**src/inc/ars_regs.svh**
```systemverilog
/*
  Register constants for the auto-negotiation result and address register.
  Assumes it is included by bare name from the package and design files.
*/
// Contract
// - 100M full result sets bit 15, reset 1.
// - 100M half result sets bit 14, reset 1.
// - 10M full result sets bit 13, reset 1.
// - 10M half result sets bit 12, reset 1.
// - Address bit 4 goes first on link.
// - Monitor bits 3:0 follow state, reset 0.
// - Monitor codes 0 to 8 as listed.
`ifndef ARS_REGS_SVH
`define ARS_REGS_SVH

// Register index of the result and address register.
`define ARS_REG_OFFSET 5'h11
// Width of the management register address.
`define ARS_REG_AW 5
// Width of one management register.
`define ARS_REG_DW 16
// Field positions inside the register word.
`define ARS_RES_HI 15
`define ARS_RES_LO 12
`define ARS_RSVD_HI 11
`define ARS_RSVD_LO 9
`define ARS_ADDR_HI 8
`define ARS_ADDR_LO 4
`define ARS_MON_HI 3
`define ARS_MON_LO 0
// One-hot result codes, bit 15 down to bit 12.
`define ARS_RES_FAST_FULL 4'h8
`define ARS_RES_FAST_HALF 4'h4
`define ARS_RES_SLOW_FULL 4'h2
`define ARS_RES_SLOW_HALF 4'h1
// Reset values of the fields.
`define ARS_RES_RST 4'hf
`define ARS_RSVD_VAL 3'h0
`define ARS_MON_RST 4'h0
// Highest legal monitor code.
`define ARS_MON_MAX 4'h8
// Number of address bits carried on the management link.
`define ARS_ADDR_BITS 3'h5

`endif

```
**src/inc/ars_pkg.sv**
```systemverilog
/*
  Types shared by the result/address register and its address matcher.
  Assumes ars_regs.svh is on the include path.
*/
`include "ars_regs.svh"

package ars_pkg;

  // Auto-negotiation monitor codes.
  typedef enum logic [3:0] {
    ARS_MON_IDLE = 4'h0,
    ARS_MON_ABIL_MATCH = 4'h1,
    ARS_MON_ACK_MATCH = 4'h2,
    ARS_MON_ACK_FAIL = 4'h3,
    ARS_MON_CONS_MATCH = 4'h4,
    ARS_MON_CONS_FAIL = 4'h5,
    ARS_MON_PD_READY = 4'h6,
    ARS_MON_PD_FAIL = 4'h7,
    ARS_MON_DONE_OK = 4'h8
  } ars_mon_t;

  // Report from the negotiation engine, same clock domain.
  typedef struct packed {
    logic done;
    logic fast;
    logic full;
    logic [3:0] state;
  } ars_an_in_t;

  // One serial address bit from the management frame decoder.
  typedef struct packed {
    logic start;
    logic valid;
    logic data;
  } ars_frame_t;

  // The register word as it is read.
  typedef struct packed {
    logic res_fast_full;
    logic res_fast_half;
    logic res_slow_full;
    logic res_slow_half;
    logic [2:0] rsvd;
    logic [4:0] xcvr_mgmt_addr;
    ars_mon_t negotiation_monitor;
  } ars_status_t;

endpackage : ars_pkg

```
**src/design/ars_result_status.sv**
```systemverilog
/*
  Auto-negotiation result, management address and monitor register.
  Assumes a plain register port and an engine on the same clock.
*/
// The strobed register port was decided locally.
`timescale 1ns/1ps
// Field positions and codes live in the shared register header.
`include "ars_regs.svh"

module ars_result_status
  import ars_pkg::*;
#(
  // Management address after reset.
  parameter logic [4:0] ADDR_RESET = 5'h01
)
(
  // Clock and reset.
  input wire logic i_ref_clk,
  input wire logic i_arst_n,
  // Register port.
  input wire logic [`ARS_REG_AW-1:0] i_reg_addr,
  input wire logic [`ARS_REG_DW-1:0] i_reg_wdata,
  input wire logic i_reg_wr,
  input wire logic i_reg_rd,
  output logic [`ARS_REG_DW-1:0] o_reg_rdata,
  // Negotiation engine report.
  input wire ars_an_in_t i_an,
  // Serial address bits from the frame decoder.
  input wire ars_frame_t i_frame,
  // Address outputs.
  output logic [4:0] o_xcvr_mgmt_addr,
  output logic o_addr_match,
  output logic o_addr_done
);

  // Mode result bits, bit 15 down to bit 12.
  logic [3:0] res_reg;
  // Next value of the result bits.
  logic [3:0] res_next;
  // Writable management address.
  logic [4:0] addr_reg;
  // Current negotiation monitor code.
  ars_mon_t mon_reg;
  // Next value of the monitor code.
  ars_mon_t mon_next;
  // The register as read.
  ars_status_t status;
  // A register access that hits this register.
  logic hit;
  // Read word staged for the next cycle.
  logic [`ARS_REG_DW-1:0] rdata_next;

  // Only the printed offset is decoded.
  assign hit = (i_reg_addr == `ARS_REG_OFFSET);

  // The word is assembled from the fields.
  always_comb begin
    status.res_fast_full = res_reg[3];
    status.res_fast_half = res_reg[2];
    status.res_slow_full = res_reg[1];
    status.res_slow_half = res_reg[0];
    // Reserved bits are tied, never stored.
    status.rsvd = `ARS_RSVD_VAL;
    status.xcvr_mgmt_addr = addr_reg;
    status.negotiation_monitor = mon_reg;
  end

  // The engine's result selects exactly one mode bit.
  always_comb begin
    res_next = res_reg;
    if (i_an.done) begin
      // Speed first, then duplex, decide the bit.
      unique case ({i_an.fast, i_an.full})
        2'b11: begin
          res_next = `ARS_RES_FAST_FULL;
        end
        2'b10: begin
          res_next = `ARS_RES_FAST_HALF;
        end
        2'b01: begin
          res_next = `ARS_RES_SLOW_FULL;
        end
        2'b00: begin
          res_next = `ARS_RES_SLOW_HALF;
        end
      endcase
    end
  end

  // Result bits change only when a negotiation completes.
  // Software writes never reach them.
  always_ff @(posedge i_ref_clk or negedge i_arst_n) begin
    if (!i_arst_n) begin
      res_reg <= `ARS_RES_RST;
    end else begin
      res_reg <= res_next;
    end
  end

  // The monitor takes any legal code the engine shows.
  // An illegal code above the last one is not latched; the old one holds.
  always_comb begin
    mon_next = mon_reg;
    if (i_an.state <= `ARS_MON_MAX) begin
      mon_next = ars_mon_t'(i_an.state);
    end
  end

  // The monitor follows the engine in every cycle in which the engine shows a legal code.
  always_ff @(posedge i_ref_clk or negedge i_arst_n) begin
    if (!i_arst_n) begin
      mon_reg <= ARS_MON_IDLE;
    end else begin
      mon_reg <= mon_next;
    end
  end

  // Only the address field takes write data.
  always_ff @(posedge i_ref_clk or negedge i_arst_n) begin
    if (!i_arst_n) begin
      addr_reg <= ADDR_RESET;
    end else if (i_reg_wr && hit) begin
      addr_reg <= i_reg_wdata[`ARS_ADDR_HI:`ARS_ADDR_LO];
    end
  end

  // Read data stands for one cycle; other cycles show zero.
  // An unmapped read answers zero as well.
  always_comb begin
    rdata_next = '0;
    if (i_reg_rd && hit) begin
      rdata_next = status;
    end
  end

  // The read word is registered.
  always_ff @(posedge i_ref_clk or negedge i_arst_n) begin
    if (!i_arst_n) begin
      o_reg_rdata <= '0;
    end else begin
      o_reg_rdata <= rdata_next;
    end
  end

  // The address also leaves as a level for neighbouring logic.
  assign o_xcvr_mgmt_addr = addr_reg;

  // The link side compares incoming address bits with the field.
  ars_addr_match u_addr_match (
    .i_ref_clk(i_ref_clk),
    .i_arst_n(i_arst_n),
    .i_addr(addr_reg),
    .i_frame(i_frame),
    .o_match(o_addr_match),
    .o_done(o_addr_done)
  );
endmodule : ars_result_status

```
**src/design/ars_addr_match.sv**
```systemverilog
/*
  Serial address matcher: collects five address bits, first bit first.
  Assumes the frame decoder runs on the same clock and pulses start once.
*/
`timescale 1ns/1ps
// The address bit count lives in the shared register header.
`include "ars_regs.svh"

module ars_addr_match
  import ars_pkg::*;
(
  // Clock and reset.
  input wire logic i_ref_clk,
  input wire logic i_arst_n,
  // Own address and incoming bits.
  input wire logic [4:0] i_addr,
  input wire ars_frame_t i_frame,
  // Result of the comparison.
  output logic o_match,
  output logic o_done
);

  // Bits collected so far, newest in bit 0.
  logic [4:0] shift_reg;
  // Number of bits collected in this frame.
  logic [2:0] cnt_reg;
  // First bit seen in this frame, kept for checking only.
  logic first_bit_reg;
  // Word formed by the bit arriving now.
  logic [4:0] word_next;

  assign word_next = {shift_reg[3:0], i_frame.data};

  // The first bit lands in the top position after five shifts.
  always_ff @(posedge i_ref_clk or negedge i_arst_n) begin
    if (!i_arst_n) begin
      shift_reg <= 5'h00;
      cnt_reg <= 3'h0;
    end else if (i_frame.start) begin
      cnt_reg <= 3'h0;
    end else if (i_frame.valid && cnt_reg != `ARS_ADDR_BITS) begin
      shift_reg <= word_next;
      cnt_reg <= cnt_reg + 3'h1;
    end
  end

  // Comparison is made as the fifth bit arrives.
  always_ff @(posedge i_ref_clk or negedge i_arst_n) begin
    if (!i_arst_n) begin
      o_match <= 1'b0;
      o_done <= 1'b0;
    end else begin
      o_done <= 1'b0;
      if (i_frame.start) begin
        o_match <= 1'b0;
      end else if (i_frame.valid && cnt_reg == `ARS_ADDR_BITS - 3'h1) begin
        o_done <= 1'b1;
        o_match <= (word_next == i_addr);
      end
    end
  end

  // Helper that remembers the first bit of each frame.
  always_ff @(posedge i_ref_clk or negedge i_arst_n) begin
    if (!i_arst_n) begin
      first_bit_reg <= 1'b0;
    end else if (!i_frame.start && i_frame.valid && cnt_reg == 3'h0) begin
      first_bit_reg <= i_frame.data;
    end
  end
endmodule : ars_addr_match

```
**config.mk**
```make
export PLATFORM = sky130hd
export DESIGN_NAME = ars_result_status
export DESIGN_NICKNAME = d
export VERILOG_FILES = /design/src/inc/ars_pkg.sv /design/src/design/ars_result_status.sv /design/src/design/ars_addr_match.sv
export VERILOG_INCLUDE_DIRS = /design/src /design/src/inc
export SDC_FILE = /design/constraint.sdc
export NUM_CORES = 1
export LEC_CHECK = 0
export BUFFER_PORTS_ARGS = -buffer_cell sky130_fd_sc_hd__buf_2
export CORE_MARGIN = 2
export CORE_UTILIZATION = 47
export DETAILED_ROUTE_END_ITERATION = 8
export PLACE_DENSITY = 0.76
export SLEW_MARGIN = 40
export SYNTH_ARGS = -nofsm -noshare
export SYNTH_HDL_FRONTEND = slang
export SYNTH_SLANG_ARGS = --single-unit
```
**constraint.sdc**
```tcl
create_clock -name i_ref_clk -period 1.76 [get_ports i_ref_clk]
set_input_delay 0.176 -clock i_ref_clk [delete_from_list [all_inputs] [get_ports i_ref_clk]]
set_output_delay 0.176 -clock i_ref_clk [all_outputs]
set_load 0.01 [all_outputs]
```
### After elaboration in Yosys (flattened, before gate mapping)

Index checks and enable logic that the tools add are counted.

| word-level totals | value |
|---|---|
| register bits after elaboration | 38 |
| latch bits | 0 |
| memory bits (writable) | 0 |
| ROM bits | 0 |
| input port bits | 35 |
| output and inout bits | 23 |
| word-level logic and storage cells | 34 |
| memories | 0 |

| operators by class | value |
|---|---|
| $add $sub $neg | 1 |
| multipliers | 0 |
| div/mod/pow operators | 0 |
| $lt $le $gt $ge | 1 |
| eq/ne operators | 7 |
| shift-type cells | 0 |
| muxes and demuxes | 8 |
| bitwise logic cells | 1 |
| reduce and logical (&&, ||, !) cells | 8 |

Operators by type and width:

| cell | count |
|---|---|
| $mux 16 | 1 |
| $pmux 4 s4 | 1 |
| $mux 3 | 2 |
| $eq 5x5->1 | 1 |
| $eq 5x5->1 const B | 1 |
| $eq 2x2->1 const B | 2 |
| $le 4x4->1 const B | 1 |
| $logic_and 1x1->1 | 4 |
| $mux 1 | 4 |
| $reduce_bool 2->1 | 2 |
| $add 3x1->3 const B | 1 |
| $eq 3x3->1 const B | 1 |
| $ne 3x3->1 const B | 1 |
| $eq 2x1->1 const B | 1 |
| $logic_not 2->1 | 1 |
| $reduce_and 2->1 | 1 |
| $not 1->1 | 1 |

### Longest topological paths before layout

Gate-level depths: netlist of run 1.

| depth | value |
|---|---|
| depth after elaboration | 4 |
| gate-level depth with buffers | 5 |
| depth with buffers taken out | 5 |

### Modules after synthesis

From an unflattened synthesis of run 1, not the netlist that was laid out.

| second synthesis, totals | value |
|---|---|
| cells, all modules | 117 |
| area total of the unflattened synthesis | 1507.7 µm² |

Modules (own cells, without submodules):

| module | instances | cells an instance | area each (µm²) | sequential area each (µm²) |
|---|---|---|---|---|
| ars_result_status | 1 | 79 | 1027.2 | 656.9 |
| ars_addr_match | 1 | 38 | 480.5 | 225.2 |

### Least setup slack after synthesis of run 1

Ideal clock, no wire load.

| timing | value |
|---|---|
| path kind | register to register |
| start | reg u_addr_match.cnt_reg[0] |
| end | reg u_addr_match.shift_reg[0] |
| library setup time | 125 ps |
| arrival time | 1297 ps |
| data required time | 1635 ps |
| setup slack | 338 ps |
| stages on the path, launching flop included | 5 |
| buffers on the path | 0 |
| clock period less this slack | 1422 ps |
| cells stage by stage | dfrtp_1 ha_1 a21boi_4 and2b_4 mux2_4 |

| on the way | value |
|---|---|
| cells in the longest elaborated chain, start to end | 3 |

RTL lines:

| element | RTL line | source |
|---|---|---|
| start, declared | ars_addr_match.sv:26 | `logic [2:0] cnt_reg;` |
| start signal, assigned | ars_addr_match.sv:43 | `cnt_reg <= cnt_reg + 3'h1;` |
| $ne 3x3->1 (no line) | -- |  |
| $logic_and 1x1->1 (no line) | -- |  |
| $reduce_and 2->1 (no line) | -- |  |
| end signal, assigned | ars_addr_match.sv:42 | `shift_reg <= word_next;` |
| end, declared | ars_addr_match.sv:24 | `logic [4:0] shift_reg;` |

Every way passes these cells.
A chain may end at the register's enable or synchronous reset.

### Worst setup path in the final report of run 1

| timing | value |
|---|---|
| start | reg u_addr_match.cnt_reg[0] |
| end | reg u_addr_match.shift_reg[1] |

Same word-level chain as after synthesis.

==> results_dict.tcl, run 1 <==
set metrics [dict create \
    run_status "finished clean" \
    grt_usage_pct 15.9 \
    gp_congestion 0.743 \
    overflow 0 \
    post_route_cells_drive_above_1_share_pct 41.8 \
    area_growth_syn_to_layout_pct 21.6 \
    io_pins 58 \
    sequentialPowerShare_pct 56.7 \
    path_cells "ha_1, a21boi_4, and2b_4, mux2_4" \
    ys_seq_elements 35 \
    antenna_left 0 \
    finalClockSkew_ns 0.00333 \
    synth_cell_types 29 \
    synth_edf_count 0 \
    synth-main-ff-cell "dfrtp_1" \
    fin_nets 202 \
    cts_htree_levels 2 \
    grt_pass1_wl_um 4020 \
    totalWireLength_um 2320 \
    intPower_w 0.00126 \
    place_area_mm2 0.00171 \
    die_area_mm2 0.00359 \
    reg2reg_slack_ns 0.26 \
    worstPathMaxFanout 4 \
    synth_seq_area_share_pct 60.0 \
    cts_resized 0 \
    swShare_pct 24.5 \
    setup_tns_ns 0 \
    row_count 20 \
    path_class "reg2reg" \
    clock_path_buffers 2 \
    pwr-share-clk_pct 28.4 \
    netlist_area_mm2 0.00147 \
    num_vias 978 \
    grt_pass1_vias 969 \
    critPathSlowestCell "dfrtp_1" \
    hold_start "i_an[6]" \
    nFillCells 263 \
    cts_root_buf "clkbuf_4" \
    p_switching_w 0.000410 \
    drtIter0Drc 31 \
    drv_cap 0 \
    vdd_ir_drop_max_mv 0.439 \
    die_height_um 59.9 \
    final_core_util_pct 59.5 \
    rsz0062_at_grt "false" \
    min_path_cells 2 \
    antenna_found_initial 0 \
    grt_max_degree 36 \
    setup_viol 0 \
    r2r-end "u_addr_match.shift_reg[1]" \
    cpPeakStageDelay_ns 0.43 \
    drt_pre_antenna_iters 4 \
    avgSynthCellArea_um2 12.8 \
    finalMaxSlewViolations 0 \
    portBuffers 43 \
    startpoint_type "flop" \
    drc_errors 0 \
    fin_crit_sh_pct 85.4 \
    clk_latency_ns 0.33 \
    powerDensity_mw_per_mm2 934 \
    crit_required_ns 1.98 \
    final_cells 198 \
    rr_worst_depth 4 \
    cts_tree "built" \
    p_leak_nw 0.960 \
    min_period_ns 1.50 \
    syn_inst 115 \
    yosys_warnings 0 \
    fin_area_mm2 0.00179 \
    numCtsBuffers 5 \
    start_util_pct 49.0 \
    worstPathArrival_ns 1.73 \
    core_mm2 0.00300 \
    vias_per_cell 4.94 \
    hpwlAfterDp_um 1750 \
    combPwrFrac_pct 14.9 \
    largest_register_ffs 13 \
    min_path_type "in2reg" \
    timing.rr.start "u_addr_match.cnt_reg[0]" \
    insertedDiodeCount 0 \
    cts.sinks 35 \
    hold_viol 0 \
    end_kind "flop" \
    clkSlewWorstSetupHoldPaths_ns 0.09 \
    synthArstFlopShare_pct 100 \
    max_freq_mhz 665 \
    dp.cells 189 \
    wl_per_cell_um 11.7 \
    die_w_um 59.9 \
    hold_path_end "res_reg[2]" \
    regMostFlops "o_reg_rdata" \
]
per-layer routing:
layer / vias to the layer above / global-route usage, % / routed length [µm]
met5: - / 0 / 0
met4: 0 / 6.67 / 40
met3: 7 / 6.71 / 179
met2: 40 / 26.2 / 1110
met1: 459 / 18.0 / 991
li1: 472 / - / -
Yosys cell counts, types with 2 or more instances:
| master | n | area [µm²] |
|---|---|---|
| mux2_2 | 6 | 67.6 |
| and2_1 | 13 | 81.3 |
| buf_4 | 3 | 22.5 |
| mux2_4 | 4 | 60.1 |
| inv_1 | 8 | 30.0 |
| ha_1 | 3 | 37.5 |
| xnor2_1 | 3 | 26.3 |
| o21ai_0 | 6 | 30.0 |
| dfstp_2 | 5 | 131 |
| nor2b_1 | 3 | 18.8 |
| dfrtp_1 | 30 | 751 |
| nand3b_1 | 2 | 15.0 |
| xor2_1 | 3 | 26.3 |
| a21oi_1 | 4 | 20.0 |
| nor3_1 | 3 | 15.0 |
| nor2_1 | 5 | 18.8 |
| nand3_1 | 2 | 10.0 |
power by group through the flow:
stage	combinational, W	clock, W	sequential [W]
CTS	0.000253	0.000496	0.000947
finish	0.000249	0.000474	0.000947
detailed placement	0.000249	0	0.000962
global route	0.000283	0.000532	0.000958
floorplan	0.000152	0	0.000958
global placement	0.000242	0	0.000958
worst max-delay path by stage:
stage	from	to	slack, ns	cells past startpoint
after floorplan	u_addr_match.cnt_reg[0]	u_addr_match.shift_reg[0]	0.34	4
after global placement	u_addr_match.cnt_reg[0]	u_addr_match.shift_reg[3]	0.30	4
after detailed placement	u_addr_match.cnt_reg[0]	u_addr_match.shift_reg[1]	0.27	4
after CTS	u_addr_match.cnt_reg[0]	u_addr_match.shift_reg[1]	0.24	4
after global routing	u_addr_match.cnt_reg[1]	u_addr_match.shift_reg[1]	0.20	5
final	u_addr_match.cnt_reg[0]	u_addr_match.shift_reg[1]	0.26	4
logic make-up after synthesis:
| group | count (synthesis) | synth area share, % |
|---|---|---|
| AO/OA/AOI/OAI | 13 | 5.87 |
| XOR/XNOR | 6 | 3.58 |
| adder cells (fa/ha/maj) | 3 | 2.55 |
| buffers and inverters | 12 | 3.91 |
| flip-flops | 35 | 60.0 |
| multiplexers | 11 | 9.36 |
| other | 1 | 0.255 |
| AND/OR/NAND/NOR | 34 | 14.5 |
cell type report:
cell class                      instances  area (µm²)  area share (%)
Clock buffer                            8        68.8            3.85
Inverter                                8        30.0            1.68
Multi-Input combinational cell         70         538            30.1
Sequential cell                        35         882            49.3
Tap cell                               33        41.3            2.31
Timing Repair Buffer                   44         228            12.7
placed cells by master, fill, tap and decap left out, types with 2 or more instances in the layout:
master,netlist,routed
buf_2,0,42
ha_1,3,3
clkbuf_8,0,2
nand3_1,2,2
dfstp_2,5,5
and2_1,13,13
dfrtp_1,30,30
nor3_1,3,3
xor2_1,3,3
o21ai_0,6,6
nand3b_1,2,2
inv_1,8,8
mux2_4,4,4
nor2_1,5,5
nor2b_1,3,3
xnor2_1,3,3
a21oi_1,4,4
mux2_2,6,6
clkbuf_4,0,5
conb_1,1,3
repair_timing:
action / 4_1_cts / 5_1_grt
hold endpoints to repair: 30 / 0
hold buffers: 1 / 0
setup endpoints to repair: 0 / 0
setup buffers: 0 / 0
worst max-delay path, delay by kind of cell, from the launching register on:
family / cells / cell delay, ns
AND/OR/NAND/NOR: 1 / 0.22
adder cells (fa/ha/maj): 1 / 0.25
AO/OA/AOI/OAI: 1 / 0.19
multiplexers: 1 / 0.31
flip-flops: 1 / 0.43
metrics by stage:
| step | power [W] | setup slack, ns | hold slack, ns |
|---|---|---|---|
| after floorplan | 0.00111 | 0.338 | -0.120 |
| after global placement | 0.00120 | 0.297 | 0.272 |
| after detailed placement | 0.00121 | 0.271 | 0.277 |
| after CTS | 0.00170 | 0.244 | 0.0452 |
| after global routing | 0.00177 | 0.196 | 0.0473 |
| final | 0.00167 | 0.257 | 0.0618 |
No activity file was read; power rests on OpenSTA's default activity.
==> inputs of run 2 (changes only) <==
--- a/config.mk
+++ b/config.mk
@@ -6,9 +6,10 @@
 export SDC_FILE = /design/constraint.sdc
 export NUM_CORES = 1
 export LEC_CHECK = 0
+export ABC_AREA = 1
 export BUFFER_PORTS_ARGS = -buffer_cell sky130_fd_sc_hd__buf_2
 export CORE_MARGIN = 2
-export CORE_UTILIZATION = 47
+export CORE_UTILIZATION = 48
 export DETAILED_ROUTE_END_ITERATION = 8
 export PLACE_DENSITY = 0.76
 export SLEW_MARGIN = 40
==> run 2 against run 1 <==
Against the previous run:
- core utilization is 0.91 points higher
- sequential share of layout area is 1.1 points lower
- final cell count is 30% higher
- flip-flop and latch count stayed put
- power is 7.5% lower
- non-clock buffer count stayed put
- final area is 2.4% higher
- setup slack better by 0.32 ns
- clock skew is 0.0094 ns higher
- critical path type is now reg2out
- critical endpoint is now o_xcvr_mgmt_addr[0]
==> results_dict.tcl, run 2 <==
set metrics [dict create \
    cts_root_buf "clkbuf_4" \
    fin_nets 251 \
    antenna_found_initial 0 \
    drv_cap 0 \
    insertedDiodeCount 0 \
    regMostFlops "o_reg_rdata" \
    clk_latency_ns 0.32 \
    path_class "reg2out" \
    p_leak_nw 1.03 \
    setup_ws_ns 0.573 \
    synth_most_common_cell "nand2_1" \
    drc_errors 0 \
    syn_inst 164 \
    fin_area_mm2 0.00183 \
    cpPeakStageDelay_ns 0.56 \
    synth-main-ff-cell "dfrtp_1" \
    hpwlAfterDp_um 1910 \
    start_util_pct 50.3 \
    netlist_area_mm2 0.00152 \
    path_cells "buf_2" \
    die_area_mm2 0.00364 \
    cp.depth 1 \
    worstPathArrival_ns 1.01 \
    path_delay_family "flip-flops" \
    final_common_cell "buf_2" \
    portBuffers 43 \
    run_status "finished clean" \
    pre_cts_slack_ns 0.599 \
    cts_tree "built" \
    hold_viol 0 \
    totalWireLength_um 2440 \
    synth_area_leaders "dfrtp_1 (49%), nand2_1 (8.9%), dfstp_2 (8.6%), inv_1 (8.1%), nor2_2 (3.7%)" \
    critPathSlowestCell "dfstp_2" \
    grt_usage_pct 15.0 \
    finalClockSkew_ns 0.0127 \
    clkSlewWorstSetupHoldPaths_ns 0.10 \
    min_path_type "in2reg" \
    vdd_ir_drop_max_mv 0.474 \
    crit_buf_inv 1 \
    powerDensity_mw_per_mm2 844 \
    synth_commonest_cells "nand2_1 (36), inv_1 (33), dfrtp_1 (30)" \
    grt_max_degree 36 \
    cts_htree_levels 2 \
    synth.largest_area_cell "dfrtp_1" \
    wl_per_cell_um 9.45 \
    cts_resized 0 \
    min_period_ns 1.19 \
    final_cell_mix "buf_2 (42), nand2_1 (36), inv_1 (33)" \
    cts.sinks 35 \
    grt_pass1_wl_um 3940 \
    synth_seq_area_share_pct 57.9 \
    yosys_warnings 0 \
    worstPathMaxFanout 4 \
    gp_congestion 0.783 \
    place_area_mm2 0.00177 \
    largest_register_ffs 13 \
    post_route_cells_drive_above_1_share_pct 33.2 \
    die_w_um 60.3 \
    num_vias 1130 \
    io_pins 58 \
    timing.rr.start "u_addr_match.cnt_reg[0]" \
    end_kind "output port" \
    clock_path_buffers 2 \
    startpoint_type "flop" \
    critPathLaunch "o_xcvr_mgmt_addr[0]" \
    avgSynthCellArea_um2 9.29 \
    rr_worst_depth 5 \
    yosysTopAreaCellShare_pct 49.3 \
    drtIter0Drc 31 \
    ys_seq_elements 35 \
    antenna_left 0 \
    setup_tns_ns 0 \
    numCtsBuffers 5 \
    core_mm2 0.00303 \
    vias_per_cell 4.38 \
    setup_viol 0 \
    min_path_cells 2 \
    area_growth_syn_to_layout_pct 20.1 \
    overflow 0 \
    synthArstFlopShare_pct 100 \
    rsz0062_at_grt "false" \
    synth_edf_count 0 \
    die_height_um 60.3 \
    fin_crit_sh_pct 67.4 \
    synth_cell_types 20 \
    drt_pre_antenna_iters 4 \
    finalMaxSlewViolations 0 \
    max_freq_mhz 843 \
    crit_required_ns 1.58 \
    hold_start "i_an[4]" \
    grt_pass1_vias 971 \
    row_count 20 \
]
## run 2: worst paths after layout
path	slack, ns	endpoint
max in group asynchronous	1.11	o_xcvr_mgmt_addr[0]
min in group asynchronous	0.32	o_reg_rdata[14]
worst min register to register	0.49	o_reg_rdata[15]
worst max-delay path	0.57	o_xcvr_mgmt_addr[0]
worst max register to register	0.60	u_addr_match.shift_reg[2]
worst min-delay path	0.02	res_reg[0]
## run 2: cell type report
type | instances | area, µm²
inverters | 33 | 124
fillers | 283 | 1200
well taps | 44 | 55.1
flip-flops and latches | 35 | 882
clock buffers | 7 | 45.0
repair buffers | 44 | 228
multi-input cells | 94 | 492
clock inverters | 1 | 5.00
## run 2: what timing repair did
item                                   4_1_cts  5_1_grt
hold buffers                                 1        0
setup buffers                                0        0
endpoints found under the hold margin       30        0
## run 2: cell families after synthesis
group | synth area share, %
buf+inv | 10.3
other cells | 0.246
compound gates | 6.40
xor+xnor | 0.575
fa+ha+maj | 2.46
simple gates | 22.1
flops | 57.9
## run 2: power by group
| group | switching [W] | internal, W | total [W] |
|---|---|---|---|
| sequential | 0.0000418 | 0.000870 | 0.000912 |
| clock | 0.000237 | 0.000156 | 0.000392 |
| combinational | 0.000147 | 0.0000933 | 0.000240 |
| total | 0.000425 | 0.00112 | 0.00154 |
## run 2: stage by stage
| stage | total power [W] | hold WS [ns] | std cells | util (%) |
|---|---|---|---|---|
| after floorplan | 0.00107 | -0.120 | 166 | - |
| after global placement | 0.00116 | 0.285 | 249 | 58.4 |
| after detailed placement | 0.00117 | 0.278 | 249 | 58.4 |
| after CTS | 0.00157 | 0.0175 | 258 | 60.4 |
| after global routing | 0.00164 | 0.0138 | 258 | 60.5 |
| final | 0.00154 | 0.0242 | 258 | 60.5 |
## run 2: layer usage
layer  share of wire, %  wire length, µm  vias up  GRT usage (%)
met3                6.2              152        5           2.99
li1                   -                -      587              -
met4                2.1               51        0           9.52
met2                 49             1190       35           24.7
met1                 43             1050      503           18.0
met5                  0                0        -              0
